[src/test_point_pkg.sv]
package test_point_pkg;

   // system clock rate in kHz
   localparam int unsigned CLK_SYS_KHZ = 25000;

   // requested debug clock rates in kHz
   localparam int unsigned TAP0_KHZ = 60000;
   localparam int unsigned TAP1_KHZ = 30000;
   localparam int unsigned TAP2_KHZ = 700;
   localparam int unsigned TAP3_KHZ = 7500;

   localparam int unsigned NUM_PINS = 8;
   localparam int unsigned NUM_TAPS = 4;
   localparam int unsigned HALF_WIDTH = 8;
   localparam int unsigned MODE_BITS = 3;

   // half period in system cycles, rounded down, never below one cycle
   function automatic int unsigned half_cycles(input int unsigned f_khz);
      int unsigned c;
      c = CLK_SYS_KHZ / (2 * f_khz);
      return (c < 1) ? 1 : c;
   endfunction : half_cycles

   localparam int unsigned TAP0_HALF = half_cycles(TAP0_KHZ);
   localparam int unsigned TAP1_HALF = half_cycles(TAP1_KHZ);
   localparam int unsigned TAP2_HALF = half_cycles(TAP2_KHZ);
   localparam int unsigned TAP3_HALF = half_cycles(TAP3_KHZ);

   localparam logic [2:0] MODE_QUIET = 3'h0;
   localparam logic [2:0] MODE_CLK_DEBUG = 3'h2;

   localparam logic [7:0] STRAP_RESET = 8'h00;
   localparam logic [7:0] OE_ALL = 8'hff;
   localparam logic [7:0] OE_NONE = 8'h00;

   // pin positions in the clock debug selection
   localparam int unsigned PIN_TAP0 = 0;
   localparam int unsigned PIN_TAP1 = 1;
   localparam int unsigned PIN_TAP2 = 2;
   localparam int unsigned PIN_HIGH_A = 3;
   localparam int unsigned PIN_LOW = 4;
   localparam int unsigned PIN_HIGH_B = 5;
   localparam int unsigned PIN_HIGH_C = 6;
   localparam int unsigned PIN_TAP3 = 7;

   typedef enum logic [2:0] {
      ST_HOLD = 3'b001,
      ST_QUIET = 3'b010,
      ST_CLK_DEBUG = 3'b100
   } port_state_e;

endpackage : test_point_pkg

[src/clock_tap_if.sv]
`timescale 1ns/1ps
`default_nettype none
interface clock_tap_if #(parameter int unsigned TAPS = 4);
   logic run;
   logic [TAPS-1:0] tap;
   modport ctrl (output run, input tap);
   modport gen (input run, output tap);
endinterface : clock_tap_if
`default_nettype wire

[src/debug_clock_divider.sv]
`timescale 1ns/1ps
`default_nettype none
module debug_clock_divider (
   input wire logic i_clk_sys,
   input wire logic i_rst,
   clock_tap_if.gen taps
);

   localparam int unsigned HALF_MAX = (1 << test_point_pkg::HALF_WIDTH);

   function automatic int unsigned half_of(input int unsigned idx);
      case (idx)
         0: return test_point_pkg::TAP0_HALF;
         1: return test_point_pkg::TAP1_HALF;
         2: return test_point_pkg::TAP2_HALF;
         default: return test_point_pkg::TAP3_HALF;
      endcase
   endfunction : half_of

   genvar g;
   generate
      for (g = 0; g < test_point_pkg::NUM_TAPS; g++) begin : g_tap
         localparam int unsigned HALF = half_of(g);
         localparam logic [test_point_pkg::HALF_WIDTH-1:0] LAST = (test_point_pkg::HALF_WIDTH)'(HALF - 1);
         if (HALF < 1 || HALF > HALF_MAX) begin : g_bad
            $error("debug_clock_divider: half period out of range");
         end
         logic [test_point_pkg::HALF_WIDTH-1:0] cnt;
         logic level;
         wire logic at_last = (cnt == LAST);
         // counter and output clear whenever the tap is not running
         always_ff @(posedge i_clk_sys or posedge i_rst) begin
            if (i_rst) begin
               cnt <= '0;
               level <= 1'b0;
            end else if (!taps.run) begin
               cnt <= '0;
               level <= 1'b0;
            end else if (at_last) begin
               cnt <= '0;
               level <= ~level;
            end else begin
               cnt <= cnt + 1'b1;
            end
         end
         assign taps.tap[g] = level;
      end
   endgenerate

endmodule : debug_clock_divider
`default_nettype wire

[src/flat_wrapper.sv]
// flat-port wrapper written by rule: the top's interface ports become plain ports
module debug_clock_divider_flat 
  (i_clk_sys, i_rst, taps_run, taps_tap);
  clock_tap_if #(.TAPS(test_point_pkg::NUM_TAPS)) taps_i ();
  input wire logic i_clk_sys;
  input wire logic i_rst;
  input wire logic [$bits(taps_i.run)-1:0] taps_run;
  output wire logic [$bits(taps_i.tap)-1:0] taps_tap;
  assign taps_i.run = taps_run;
  assign taps_tap = taps_i.tap;
  debug_clock_divider u_core (.i_clk_sys(i_clk_sys), .i_rst(i_rst), .taps(taps_i));
endmodule
[config.mk]
export PLATFORM = sky130hd
export DESIGN_NAME = debug_clock_divider_flat
export DESIGN_NICKNAME = d
export VERILOG_FILES = /design/src/test_point_pkg.sv /design/src/clock_tap_if.sv /design/src/debug_clock_divider.sv /design/src/flat_wrapper.sv
export SDC_FILE = /design/constraint.sdc
export NUM_CORES = 1
export LEC_CHECK = 0
export ABC_CLOCK_PERIOD_IN_PS = 1950
export BUFFER_PORTS_ARGS = -buffer_cell sky130_fd_sc_hd__buf_2
export CAP_MARGIN = 10
export CORE_MARGIN = 3
export CORE_UTILIZATION = 30
export CTS_BUF_LIST = sky130_fd_sc_hd__clkbuf_8 sky130_fd_sc_hd__clkbuf_16
export CTS_CLUSTER_DIAMETER = 40
export CTS_CLUSTER_SIZE = 10
export DETAILED_ROUTE_END_ITERATION = 8
export MAX_ROUTING_LAYER = met4
export SKIP_LAST_GASP = 1
export SLEW_MARGIN = 20
export SYNTH_ARGS = -nofsm -noshare
export SYNTH_HDL_FRONTEND = slang
export SYNTH_SLANG_ARGS = --single-unit
export TNS_END_PERCENT = 100
[constraint.sdc]
create_clock -name i_clk_sys -period 1.95 [get_ports i_clk_sys]
set_clock_uncertainty 0.05 [all_clocks]
set_input_delay 0.2925 -clock i_clk_sys [delete_from_list [all_inputs] [get_ports i_clk_sys]]
set_output_delay 0.2925 -clock i_clk_sys [all_outputs]
set_load 0.1 [all_outputs]
Yosys cells after proc, flatten, opt, wreduce, memory -nomap -nowiden
Cells that the tools add are included.
{"block": "totals", "ff_bits": 36, "input_bits": 3, "elab_cells": 40, "out_inout_bits": 4}
{"block": "classes", "n_eq_ne": 5, "reduce_logical": 3, "add_sub_neg": 4, "bitwise": 4, "n_mux": 16}
{"op": "8-bit two-way mux", "count": 8}
{"op": "8-bit by 1-bit adder with 8-bit output, second input constant", "count": 4}
{"op": "8-bit zero test", "count": 3}
{"op": "8-bit by 5-bit == test with 1-bit output, second input constant", "count": 1}
{"op": "1-bit two-way mux", "count": 8}
{"op": "2-bit by 1-bit inequality test with 1-bit output, second input constant", "count": 4}
{"op": "1-bit NOT", "count": 4}

Longest topological paths before layout
Gate-level depths: netlist (run 1).
{"block": "depth", "depth_word": 3, "ltp_mapped": 5, "mapped_depth_nobuf": 5}

Worst setup path before layout (run 1)
No wires, ideal clock.
{"block": "synth_timing", "path_kind": "register to register", "from": "register u_core.g_tap[1].cnt[0] (netlist bit)", "to": "register u_core.g_tap[1].cnt[2] (netlist bit)", "required_ns": 1.763, "path_slack_ns": 0.281, "path_stages_with_launch": 6, "synth_period_minus_slack_ns": 1.669, "path_buffers": 0, "arrival_ns": 1.482, "setup_ns": 0.137, "cell_sequence": "dfrtp_1 inv_1 ha_1 or4b_1 o21ai_0 nor2_1"}
{"block": "synth_between", "elab_chain_len": 3, "word_cells_on_any_way": 4, "classes_between": "1 x add/sub; 2 x mux; 1 x reduce/logical"}
{"item": "from (decl)", "line_no": "debug_clock_divider.sv:28", "text": "logic [test_point_pkg::HALF_WIDTH-1:0] cnt;"}
{"item": "from (signal assigned)", "line_no": "debug_clock_divider.sv:43", "text": "cnt <= cnt + 1'b1;"}
{"item": "8-bit by 1-bit adder with 8-bit output / 8-bit zero test (equally long branches)", "line_no": "debug_clock_divider.sv:43, debug_clock_divider.sv:30"}
{"item": "8-bit two-way mux (*)", "line_no": "debug_clock_divider.sv:39", "text": "end else if (at_last) begin"}
{"item": "8-bit two-way mux (*)", "line_no": "debug_clock_divider.sv:36", "text": "end else if (!taps.run) begin"}
Every way passes the cells marked *; elsewhere a longest branch is shown, timed or not.
A chain may end at the register's enable or synchronous reset.

Worst setup path in the final report (run 1)
{"block": "layout_timing", "from": "register u_core.g_tap[1].cnt[0] (netlist bit)", "to": "register u_core.g_tap[1].level"}
{"block": "layout_between", "elab_chain_len": 2}
{"item": "8-bit zero test", "line_no": "debug_clock_divider.sv:30", "text": "wire logic at_last = (cnt == LAST);"}
{"item": "2-bit by 1-bit inequality test with 1-bit output (no source line)"}
{"item": "to (signal assigned)", "line_no": "debug_clock_divider.sv:41", "text": "level <= ~level;"}
{"item": "to (decl)", "line_no": "debug_clock_divider.sv:29", "text": "logic level;"}
Every way passes these cells.

==> results of run 1 <==
-- metrics by stage --
step	instance area (um^2)	worst slack [ns]	power, uW	hold slack [ns]
2_1_floorplan	1790	0.281	937	0.405
3_3_place_gp	1910	0.277	959	0.374
3_5_place_dp	1910	0.232	963	0.376
4_1_cts	2000	0.215	1530	0.0557
5_1_grt	2000	0.120	1580	0.0845
6_report	2000	0.213	1500	0.0401
-- registers in the layout, indices dropped and copies added (netlist names) --
signal / count
u_core.g_tap.cnt: 32
u_core.g_tap.level: 4
-- worst register-to-register path: stages (launching register included) --
cell,delay [ns]
sky130_fd_sc_hd__dfrtp_1,0.44
sky130_fd_sc_hd__inv_1,0.08
sky130_fd_sc_hd__ha_1,0.13
sky130_fd_sc_hd__or4b_1,0.46
sky130_fd_sc_hd__or3_1,0.37
sky130_fd_sc_hd__a21oi_1,0.14
-- kinds of logic (layout without fill, tap and decap cells) --
group / after synthesis / count (layout) / share of synthesized area [%]
and+or+nand+nor: 69 / 69 / 20.8
AOI/OAI and AO/OA: 36 / 36 / 11.9
DFF: 36 / 36 / 50.3
buffers and inverters: 22 / 35 / 5.45
xor gates and xnor gates: 11 / 11 / 5.38
adders and majority gates: 8 / 8 / 5.59
muxes: 1 / 1 / 0.559
-- cell type report --
class / count / area [um^2] / share of cell area [%]
Inverter: 17 / 63.8 / 3.19
Timing Repair Buffer: 10 / 60.1 / 3.00
Multi-Input combinational cell: 125 / 792 / 39.6
Sequential cell: 36 / 901 / 45.0
Clock inverter: 2 / 11.3 / 0.563
Clock buffer: 6 / 82.6 / 4.13
Tap cell: 72 / 90.1 / 4.50
-- worst min path at each step --
stage	end	startpoint	slack [ns]
2_1_floorplan	u_core.g_tap[0].cnt[0]$_DFF_PP0_	u_core.g_tap[0].cnt[0]$_DFF_PP0_	0.40
3_3_place_gp	u_core.g_tap[1].level$_DFFE_PP0P_	i_rst	0.37
3_5_place_dp	u_core.g_tap[1].level$_DFFE_PP0P_	i_rst	0.38
4_1_cts	u_core.g_tap[2].level$_DFFE_PP0P_	i_rst	0.06
5_1_grt	u_core.g_tap[2].level$_DFFE_PP0P_	i_rst	0.08
6_report	u_core.g_tap[2].level$_DFFE_PP0P_	i_rst	0.04
-- power breakdown --
part / total (uW) / internal (uW) / switching, uW
Sequential: 787 / 765 / 21.6
Clock: 555 / 282 / 273
Combinational: 158 / 41.8 / 116
-- cells in the final DEF (no fill, tap or decap), types with 2 or more instances in the layout --
cell type	Yosys	layout
sky130_fd_sc_hd__or3_1	17	17
sky130_fd_sc_hd__buf_2	0	6
sky130_fd_sc_hd__dfrtp_1	36	36
sky130_fd_sc_hd__clkbuf_8	0	6
sky130_fd_sc_hd__ha_1	8	8
sky130_fd_sc_hd__nor2_1	19	19
sky130_fd_sc_hd__nand3_1	15	15
sky130_fd_sc_hd__xor2_1	7	7
sky130_fd_sc_hd__xnor2_1	4	4
sky130_fd_sc_hd__nand2_1	7	7
sky130_fd_sc_hd__o21ai_1	2	2
sky130_fd_sc_hd__buf_4	4	4
sky130_fd_sc_hd__inv_1	17	18
sky130_fd_sc_hd__or4b_4	2	2
sky130_fd_sc_hd__a21oi_1	15	15
sky130_fd_sc_hd__nand4_1	3	3
sky130_fd_sc_hd__o21ai_0	15	15
-- routing by layer --
layer / GRT usage (%) / wire [um]
met2: 15.8 / 1470
met5: - / 0
met4: 3.12 / 45
met1: 12.3 / 1440
met3: 4.17 / 100
==> results.txt, run 1 <==
The tools report the number of nets in the synthesized netlist as 194. The run gives 27 as the post-synthesis cell type count. The largest total area in the synthesized netlist belongs to sky130_fd_sc_hd__dfrtp_1.

The tools report the number of cells in the finished layout apart from fillers as 268. Number of instances in the placed design: 260. The total routing usage reported by global routing was 10.2%; the effective utilization at floorplan was 31.7%. Setup violations remaining at the end of the flow were counted as 0.

The tools report the synthesized instance count as 183. The number of H-tree branching levels was 2; the total count of max-transition violations in the final report was 0. Number of enable flip-flop cells after synthesis: 0. The tool flagged a number of max-cap violations equal to 0. Clock tree synthesis inserted a total of 5 buffers. After filler insertion, the fill cell instance count of the layout stands at 553. During synthesis, Yosys emitted a total of 0 warnings.

The first TritonRoute pass finished after 4 iterations. The buffering stage count on the worst path with inverters included is 1, and the worst setup slack for register-to-register paths is 0.21 ns. The worst-skew pair later-pin latency is 0.29 ns, and the TritonCTS sink count is 36. In this run, the number of DRC markers left after iteration 0 of detailed routing was 37.

The tools report the net total in the final layout as 206. The worst register-to-register path begins at u_core.g_tap[1].cnt[0]$_DFF_PP0_. The endpoint class of the critical path was a flip-flop.

The tools report the number of hold-slack violations in the final timing report as 0. The post-detailed-route wirelength per cell works out to 11.4 um. STA puts the critical path data arrival time at 1.90 ns. For the pin with the worst max-slew slack, the measured transition is 0.491 ns.

Walking the worst path, the cells encountered are inv_1 > ha_1 > or4b_1 > or3_1 > a21oi_1. HPWL after detailed placement: 2.14 mm. The final-layout setup total negative slack was 0 ns. The classification of the worst-slack hold path was input pin to asynchronous set/reset pin. The critical path depth works out to 5. The tools report the number of vias after detailed routing as 1301. In the finished design, the share of the clock period the worst path needs comes to 89.1%.

The capturing instance or port of the critical path was u_core.g_tap[1].level$_DFFE_PP0P_. The run finished with clean final reports. The first global-routing pass estimated 5.58 mm of wire.

The number of synthesized register bits came out at 36. The tools report the kind of start point of the critical path as a flip-flop. The tools report the maximum operating frequency as 576 MHz. The leakage power was 0.000863 uW. In the post-synthesis netlist, the cell with the most instances is sky130_fd_sc_hd__dfrtp_1.

Yosys attributes the largest share of cell area to sky130_fd_sc_hd__dfrtp_1 50%, sky130_fd_sc_hd__or3_1 5.9%, sky130_fd_sc_hd__ha_1 5.6%, sky130_fd_sc_hd__a21oi_1 4.2%, sky130_fd_sc_hd__nand3_1 4.2%. The DRC violations left was 0; the average size of a mapped cell was 9.78 um^2. Compared with the post-synthesis result, the final layout area differs by 11.7%.

For the maximum buffer depth of the clock tree, the log shows 2. The share of synthesized registers carrying an async set or reset was 100%; the post-detailed-route count of antenna-violating nets was 0. The worst relative slew slack came out at 67.5%.

The final wirelength was 3.06 mm; the total die area was 0.00693 mm^2. Setup repair after global routing left no endpoint under its margin. The number of cells on the worst reg-to-reg path is 5. Of the post-synthesis cell area, the dominant cell type holds 50.3%. Capture point of the worst reg-to-reg path: u_core.g_tap[1].level$_DFFE_PP0P_. CTS placed an instance of sky130_fd_sc_hd__clkbuf_8 at the clock tree root.

Cell at the slowest stage of the critical path: sky130_fd_sc_hd__or4b_1. In this design, the stage delay of the slowest critical-path cell is 0.46 ns. Start-to-end type of the worst setup path: flip-flop to flip-flop. The number of placement rows was 27. Among cell families on the critical path, the largest total delay comes from simple AND/OR/NAND/NOR gates.

For the number of global-route vias before repair, the log shows 1244. Along the worst path, the maximum fanout reaches 6. TritonCTS built the clock tree. For this design, the CTS-stage hold fixing added 0 buffers. The horizontal die dimension was 83.3 um. For the maximum number of pins on one net before global-route repair, the log shows 37. The commonest cells after synthesis are 36 x sky130_fd_sc_hd__dfrtp_1, 19 x sky130_fd_sc_hd__nor2_1, 17 x sky130_fd_sc_hd__inv_1, 17 x sky130_fd_sc_hd__or3_1. The worst path in the final design needs a cycle of 1.74 ns, including I/O delays and setup. After synthesis the cells add up to 0.00179 mm^2.

The run gives 2.12 ns as the data required time at the worst endpoint. The run gives 0 as the number of setup buffers added after CTS. Remaining global-route overflow: 0. The average vias per placed instance is 4.85, and the clock edge transition at the registers on the reported setup and hold paths is 0.07 ns.

The layout cell share with drive strength beyond 1 is 10.7%. Power spread over the standard cell area amounts to 750 mW/mm^2. The tools report the sequential fraction of the synthesis area as 50.3%. The critical path startpoint is u_core.g_tap[1].cnt[0]$_DFF_PP0_.

The diode insertion count for antenna repair was 0; the number of antenna violations at the first check in global routing was 0. At the end of the flow the core is filled with cells to 35.5%. The final weighted congestion in routability-driven placement came out at 0.785. VDD sags by at most 0.000302 V. The number of port buffers works out to 6. The most used flip-flop cell after synthesis was sky130_fd_sc_hd__dfrtp_1. The post-cts gate resize count was 0; the die height was 83.3 um. Number of top-level pins: 7.

In this run the standard cell core region covers 0.00564 mm^2.
Power figures use the tool's default switching activity.
==> run 2: changes to the inputs <==
--- a/config.mk
+++ b/config.mk
@@ -10,7 +10,6 @@
 export CAP_MARGIN = 10
 export CORE_MARGIN = 3
 export CORE_UTILIZATION = 30
-export CTS_BUF_LIST = sky130_fd_sc_hd__clkbuf_8 sky130_fd_sc_hd__clkbuf_16
 export CTS_CLUSTER_DIAMETER = 40
 export CTS_CLUSTER_SIZE = 10
 export DETAILED_ROUTE_END_ITERATION = 8
==> run 2 against run 1 <==
  * Register-to-register slack is essentially flat
  * Total power up 0.34%
  * Final area is the same
  * Maximum frequency hardly changed
  * Critical endpoint unchanged
  * Largest power group unchanged
  * Highest routed layer unchanged
==> results.txt, run 2 (synthesis results as in run 1) <==
The flow ran to the end, and the final reports show no timing, DRC or antenna violations. The tools report the final-layout setup total negative slack as 0 ns (unchanged). The arrival time reported for the critical path endpoint was 1.90 ns (about the same); the share of the clock period used by the worst path after layout was 89.1% (about the same). The run gives 10.2% (unchanged) as the total routing usage reported by global routing. For the total count of max-transition violations in the final report, the log shows 0 (unchanged). The number of antenna violations at the first check in global routing was 0 (unchanged); the share of power burned in registers was 52.3% (about the same). The transition time at the pin with the least slew margin works out to 0.491 ns (+0.00000811 ns). The library cells used most frequently in the layout, excluding fill and tap cells, are 36 x sky130_fd_sc_hd__dfrtp_1, 19 x sky130_fd_sc_hd__nor2_1, 17 x sky130_fd_sc_hd__inv_1, 17 x sky130_fd_sc_hd__or3_1. The power density relative to cell area works out to 752 mW/mm^2 (+0.34%). The critical path is of the flip-flop to flip-flop type. The classification of the worst-slack hold path is input pin to asynchronous set/reset pin. The shortest period the worst path allows came out at 1.74 ns (+0.0000310 ns). Total design power: 1510 uW (+0.34%). The horizontal die dimension came out at 83.3 um (unchanged).

STA classifies the critical path startpoint as a flip-flop. Maximum operating frequency: 576 MHz (about the same). The run gives 0.785 (unchanged) as the final weighted congestion in routability-driven placement. The number of flip-flops in the largest register is 32 (unchanged), and the post-cts hold buffer count is 0 (unchanged). The logs give 1246 (+0.16%) for the number of global-route vias before repair and 37 (unchanged) for the maximum number of pins on one net before global-route repair. The layout cell share with drive strength beyond 1 is 10.7% (unchanged), and the leakage power is 0.000859 uW (-0.48%).

The signed area change from the synthesized netlist to the final layout came out at 11.7% (unchanged). The run gives 901 um^2 (unchanged) as the total area of sequential cells. The logs give 10.5% (about the same) for the share of power burned in combinational logic and 0 (unchanged) for the max-cap check violation count. Ranked by flip-flop count, first place goes to u_core.g_tap.cnt. The largest fanout on the critical path works out to 6 (unchanged). The post-detailed-route wirelength per cell works out to 11.4 um (+0.29%).

The maximum buffer depth of the clock tree was 2 (unchanged); the path depth of the worst reg2reg path was 5 (unchanged). Number of placement rows: 27 (unchanged). DRC violation total after the first TritonRoute iteration: 30 (-19%).

The diode insertion count for antenna repair was 0 (unchanged); the remaining global-route overflow was 0 (unchanged). Final wirelength: 3.07 mm (+0.29%). The logs give 0 (unchanged) for the DRC violations left and 0 (unchanged) for the number of hold-slack violations in the final timing report. The global-route wire length before repair was 5.58 mm (-0.13%). The logs give 37.2% (+0.2 points) for the part of the total power dissipated in the clock network and 411 uW (about the same) for the net switching power figure. The effective utilization at floorplan was 31.7% (unchanged); the clock edge transition at the registers on the reported setup and hold paths was 0.07 ns (about the same). The number of fill cells in the layout is 553 (unchanged).

Setup repair after global routing left no endpoint under its margin. The run gives 792 um^2 (unchanged) as the area of combinational cells with multiple inputs. Post-cts gate resize count: 0 (unchanged). The tools report the data required time at the worst endpoint as 2.12 ns (about the same). For the number of vias after detailed routing, the log shows 1297 (-0.31%). The iteration count of the initial detailed-routing pass came out at 4 (unchanged).

The root buffer cell is sky130_fd_sc_hd__clkbuf_8. The tools report the HPWL after detailed placement as 2.14 mm (unchanged). The number of port buffers is 6 (unchanged).

TritonCTS built the clock tree. Worst relative slew slack: 67.5% (about the same). Switching share of power: 27.3% (-0.10 points). Area of the core: 0.00564 mm^2 (unchanged). Most common library cell in the layout ignoring fill and taps: sky130_fd_sc_hd__dfrtp_1. The average vias per placed instance is 4.84 (-0.31%). The total internal power was 1090 uW (+0.48%). The logs give 0 (unchanged) for the number of setup buffers added after CTS and 0 (unchanged) for the setup-violating endpoint count in the final report.

The tools report the tightest hold margin as 0.0399 ns (-0.000198 ns). The worst-skew pair later-pin latency was 0.29 ns (about the same). The total clock buffers created by CTS was 5 (unchanged); the final design area excluding fillers was 0.00200 mm^2 (unchanged). The worst setup slack for register-to-register paths is 0.21 ns (about the same). For the worst IR drop on VDD, the log shows 0.000303 V (about the same). The die height is 83.3 um (unchanged). The worst setup path is captured at a flip-flop.

The largest registers in the layout are u_core.g_tap.cnt: 32 flops, u_core.g_tap.level: 4 flops. For the total placed instance area, the log shows 0.00191 mm^2 (unchanged). The number of top-level pins was 7 (unchanged). The post-detailed-route count of antenna-violating nets came out at 0 (unchanged). The number of H-tree branching levels is 2 (unchanged). The TritonCTS sink count was 36 (unchanged).

The run gives 206 (unchanged) as the net total in the final layout. The total die area was 0.00693 mm^2 (unchanged).
==> run 2: cell types whose count changed in the layout (fill, tap and decap cells not counted) <==
cell | previous run | this run
sky130_fd_sc_hd__inv_1 | 18 | 17
sky130_fd_sc_hd__clkbuf_1 | 0 | 1
==> run 2: worst paths after layout <==
check,start,endpoint
setup / recovery,u_core.g_tap[1].cnt[0]$_DFF_PP0_,u_core.g_tap[1].level$_DFFE_PP0P_
hold / removal,i_rst,u_core.g_tap[2].level$_DFFE_PP0P_
setup reg to reg,u_core.g_tap[1].cnt[0]$_DFF_PP0_,u_core.g_tap[1].level$_DFFE_PP0P_
hold reg to reg,u_core.g_tap[0].cnt[0]$_DFF_PP0_,u_core.g_tap[0].cnt[0]$_DFF_PP0_
max in group asynchronous,i_rst,u_core.g_tap[3].cnt[3]$_DFF_PP0_
min in group i_clk_sys,taps_run,u_core.g_tap[2].cnt[4]$_DFF_PP0_
==> run 2: critical path, stage by stage (launching register included) <==
cell	delay, ns
sky130_fd_sc_hd__dfrtp_1	0.44
sky130_fd_sc_hd__inv_1	0.08
sky130_fd_sc_hd__ha_1	0.13
sky130_fd_sc_hd__or4b_1	0.46
sky130_fd_sc_hd__or3_1	0.37
sky130_fd_sc_hd__a21oi_1	0.14
==> run 2: power by group through the flow <==
stage | Combinational, uW | Clock [uW] | Sequential, uW
2_1_floorplan | 141 | 0 | 796
3_3_place_gp | 160 | 0 | 799
3_5_place_dp | 162 | 0 | 801
4_1_cts | 162 | 586 | 786
5_1_grt | 176 | 618 | 791
6_report | 158 | 560 | 787
==> run 2: routing by layer <==
metal	GRT usage, %	share of wire (%)
met1	12.2	47
met2	16.0	48
met4	3.12	1.5
met5	-	0
met3	4.17	3.3
==> run 2: area by class of cell <==
cell class | instances | area share, %
multi-input cells | 125 | 39.6
well taps | 72 | 4.50
clock buffers | 7 | 4.32
flip-flops and latches | 36 | 45.0
inverters | 17 | 3.19
clock inverters | 1 | 0.375
repair buffers | 10 | 3.00
==> run 2: per-stage QoR <==
stage	utilization (%)	cells	worst slack (ns)
global route	35.5	268	0.120
global placement	33.8	260	0.277
CTS	35.5	268	0.215
finish	35.5	268	0.213
detailed placement	33.8	260	0.232
floorplan	-	183	0.281
==> run 3: changes to the inputs <==
--- a/config.mk
+++ b/config.mk
@@ -8,7 +8,6 @@
 export ABC_CLOCK_PERIOD_IN_PS = 1950
 export BUFFER_PORTS_ARGS = -buffer_cell sky130_fd_sc_hd__buf_2
 export CAP_MARGIN = 10
-export CORE_MARGIN = 3
 export CORE_UTILIZATION = 30
 export CTS_CLUSTER_DIAMETER = 40
 export CTS_CLUSTER_SIZE = 10
==> run 3 against run 2 <==
  * Maximum frequency up 0.23%
  * Non-clock buffer count unchanged
  * Sequential power about the same
  * Register-to-register slack about the same
  * Sequential share of layout area unchanged
  * Highest routed layer unchanged
  * Wire length down 1.2%
  * Setup slack better by 0.0039 ns
  * Critical path type unchanged
  * Utilization unchanged
  * Final cell count unchanged
  * Total power down 0.20%
==> results.txt, run 3 (synthesis results as in run 1) <==
The run finished with clean final reports. The post-detailed-route wirelength per cell was 11.3 um (-1.2%); the total count of max-transition violations in the final report was 0 (unchanged). The tools report the number of H-tree branching levels as 2 (unchanged).

The tools report the worst IR drop on VDD as 0.000328 V (+8.4%). The signed area change from the synthesized netlist to the final layout works out to 11.7% (unchanged). The critical path depth came out at 5 (unchanged). The total area of sequential cells was 901 um^2 (unchanged). TritonCTS sink count: 36 (unchanged).

Total internal power: 1090 uW (about the same). Switching share of power: 27.1% (-0.16 points). The final weighted congestion in routability-driven placement came out at 0.803 (+2.3%). The number of port buffers was 6 (unchanged). The number of hold-slack violations in the final timing report was 0 (unchanged); the effective utilization at floorplan was 31.7% (unchanged). The power density relative to cell area was 751 mW/mm^2 (-0.20%). The tools report the setup-violating endpoint count in the final report as 0 (unchanged). TritonCTS built the clock tree.

The average vias per placed instance is 4.79 (-1.1%), and the remaining global-route overflow is 0 (unchanged). The path depth of the worst reg2reg path was 5 (unchanged); the post-detailed-route count of antenna-violating nets was 0 (unchanged). In this design, the largest share of critical-path delay is due to simple AND/OR/NAND/NOR gates. The max-cap check violation count is 0 (unchanged).

The DRC violations left is 0 (unchanged). For the number of top-level pins, the log shows 7 (unchanged). The final wirelength is 3.03 mm (-1.2%). Start-to-end type of the worst setup path: flip-flop to flip-flop. Number of vias after detailed routing: 1283 (-1.1%).

The number of placement rows was 27 (unchanged). The largest registers in the layout are u_core.g_tap.cnt: 32 flops, u_core.g_tap.level: 4 flops. The tools report the worst-skew pair later-pin latency as 0.28 ns (about the same). The total clock buffers created by CTS is 5 (unchanged). Data required time at the worst endpoint: 2.11 ns (about the same). The share of the clock period used by the worst path after layout is 88.9% (-0.20 points), and the shortest period the worst path allows is 1.73 ns (-0.00394 ns). The number of flip-flops in the largest register is 32 (unchanged), and the final design utilization is 35.5% (unchanged). The run gives 11.4% (+1.2 points) as the total routing usage reported by global routing. The share of power burned in combinational logic is 10.5% (about the same).

For the total placed instance area, the log shows 0.00191 mm^2 (unchanged). The critical path's largest stage delay is 0.46 ns (about the same), and the buffering stage count on the worst path with inverters included is 1 (unchanged). Final-layout setup total negative slack: 0 ns (unchanged). Most flop-heavy register: u_core.g_tap.cnt. The number of setup buffers added after CTS was 0 (unchanged); the area of combinational cells with multiple inputs was 792 um^2 (unchanged).

The run gives 206 (unchanged) as the net total in the final layout. Walking the worst path, the cells encountered are inv_1 > ha_1 > or4b_1 > or3_1 > a21oi_1. The die height was 79.3 um (-4.8%); the layout cell share with drive strength beyond 1 was 10.7% (unchanged). The horizontal die dimension came out at 79.3 um (-4.8%). The clock edge transition at the registers on the reported setup and hold paths works out to 0.08 ns (about the same). The leakage power came out at 0.000859 uW (unchanged). The top cell types in the final layout, fill and taps aside, are 36 x sky130_fd_sc_hd__dfrtp_1, 19 x sky130_fd_sc_hd__nor2_1, 17 x sky130_fd_sc_hd__inv_1, 17 x sky130_fd_sc_hd__or3_1.

The number of global-route vias before repair was 1225 (-1.7%); the maximum operating frequency was 577 MHz (+0.23%). The logs give 4 (unchanged) for the iteration count of the initial detailed-routing pass and 0 (unchanged) for the post-cts gate resize count. The tools report the part of the total power dissipated in the clock network as 37.1% (about the same). The run gives 37 (unchanged) as the maximum number of pins on one net before global-route repair. For the diode insertion count for antenna repair, the log shows 0 (unchanged). Number of antenna violations at the first check in global routing: 0 (unchanged). The transition time at the pin with the least slew margin is 0.494 ns (+0.00339 ns), and the share of power burned in registers is 52.3% (about the same). The global-route wire length before repair is 5.47 mm (-1.9%), and the net switching power figure is 408 uW (-0.77%). The worst hold path belongs to the class input pin to asynchronous set/reset pin. The tools report the worst relative slew slack as 67.3% (-0.22 points). The tools report the kind of start point of the critical path as a flip-flop. The tree is rooted in a sky130_fd_sc_hd__clkbuf_8. Most common library cell in the layout ignoring fill and taps: sky130_fd_sc_hd__dfrtp_1. The tightest hold margin was 0.0501 ns (+0.0102 ns); the largest fanout on the critical path was 6 (unchanged). On the critical path, the stage with the largest delay is an instance of sky130_fd_sc_hd__or4b_1. Setup repair after global routing left no endpoint under its margin. The run gives 0.00564 mm^2 (unchanged) as the area of the core.

The number of fill cells in the layout is 578 (+4.5%), and the post-cts hold buffer count is 0 (unchanged). For the maximum buffer depth of the clock tree, the log shows 2 (unchanged). The tools report the arrival time reported for the critical path endpoint as 1.89 ns (about the same).

The DRC violation total after the first TritonRoute iteration came out at 49 (+63%). For the HPWL after detailed placement, the log shows 2.11 mm (-1.3%). The total die area is 0.00628 mm^2 (-9.4%), and the final design area excluding fillers is 0.00200 mm^2 (unchanged).

STA classifies the critical path endpoint as a flip-flop.
-- run 3: area by class of cell --
cell class / count / area share, %
timing repair buffer: 10 / 3.00
clock buffer: 7 / 4.32
sequential: 36 / 45.0
multi-input combinational: 125 / 39.6
inverter: 17 / 3.19
clock inverter: 1 / 0.375
tap: 72 / 4.50
-- run 3: routing by layer --
| layer | share of wire (%) | wire (um) | track usage, % |
|---|---|---|---|
| met5 | 0 | 0 | - |
| met1 | 50 | 1530 | 14.6 |
| met4 | 0.53 | 16 | 3.82 |
| met2 | 46 | 1390 | 17.4 |
| met3 | 3.2 | 98 | 3.10 |
-- run 3: tightest hold or removal path, cell delays in order --
cell and delay, ns:
sky130_fd_sc_hd__buf_2 0.09, sky130_fd_sc_hd__inv_1 0.04, sky130_fd_sc_hd__buf_4 0.39
-- run 3: path summary, 6_finish.rpt --
kind / start / endpoint / slack [ns]
max in group asynchronous: i_rst / u_core.g_tap[3].cnt[0]$_DFF_PP0_ / 1.47
worst max register to register: u_core.g_tap[1].cnt[0]$_DFF_PP0_ / u_core.g_tap[1].level$_DFFE_PP0P_ / 0.22
worst min register to register: u_core.g_tap[0].cnt[0]$_DFF_PP0_ / u_core.g_tap[0].cnt[0]$_DFF_PP0_ / 0.43
worst min-delay path: i_rst / u_core.g_tap[1].level$_DFFE_PP0P_ / 0.05
min in group i_clk_sys: taps_run / u_core.g_tap[2].cnt[4]$_DFF_PP0_ / 0.29
worst max-delay path: u_core.g_tap[1].cnt[0]$_DFF_PP0_ / u_core.g_tap[1].level$_DFFE_PP0P_ / 0.22
-- run 3: metrics by stage --
step	std cells	total power (uW)	setup slack [ns]
after detailed placement	260	962	0.225
final	268	1500	0.217
after CTS	268	1520	0.214
after floorplan	183	937	0.281
after global placement	260	959	0.279
after global routing	268	1560	0.0957
-- run 3: power by group through the flow --
stage | logic (uW) | registers, uW | clock network, uW
after floorplan | 141 | 796 | 0
after global placement | 160 | 799 | 0
after detailed placement | 162 | 801 | 0
after CTS | 161 | 786 | 576
after global routing | 177 | 790 | 597
final | 158 | 786 | 558
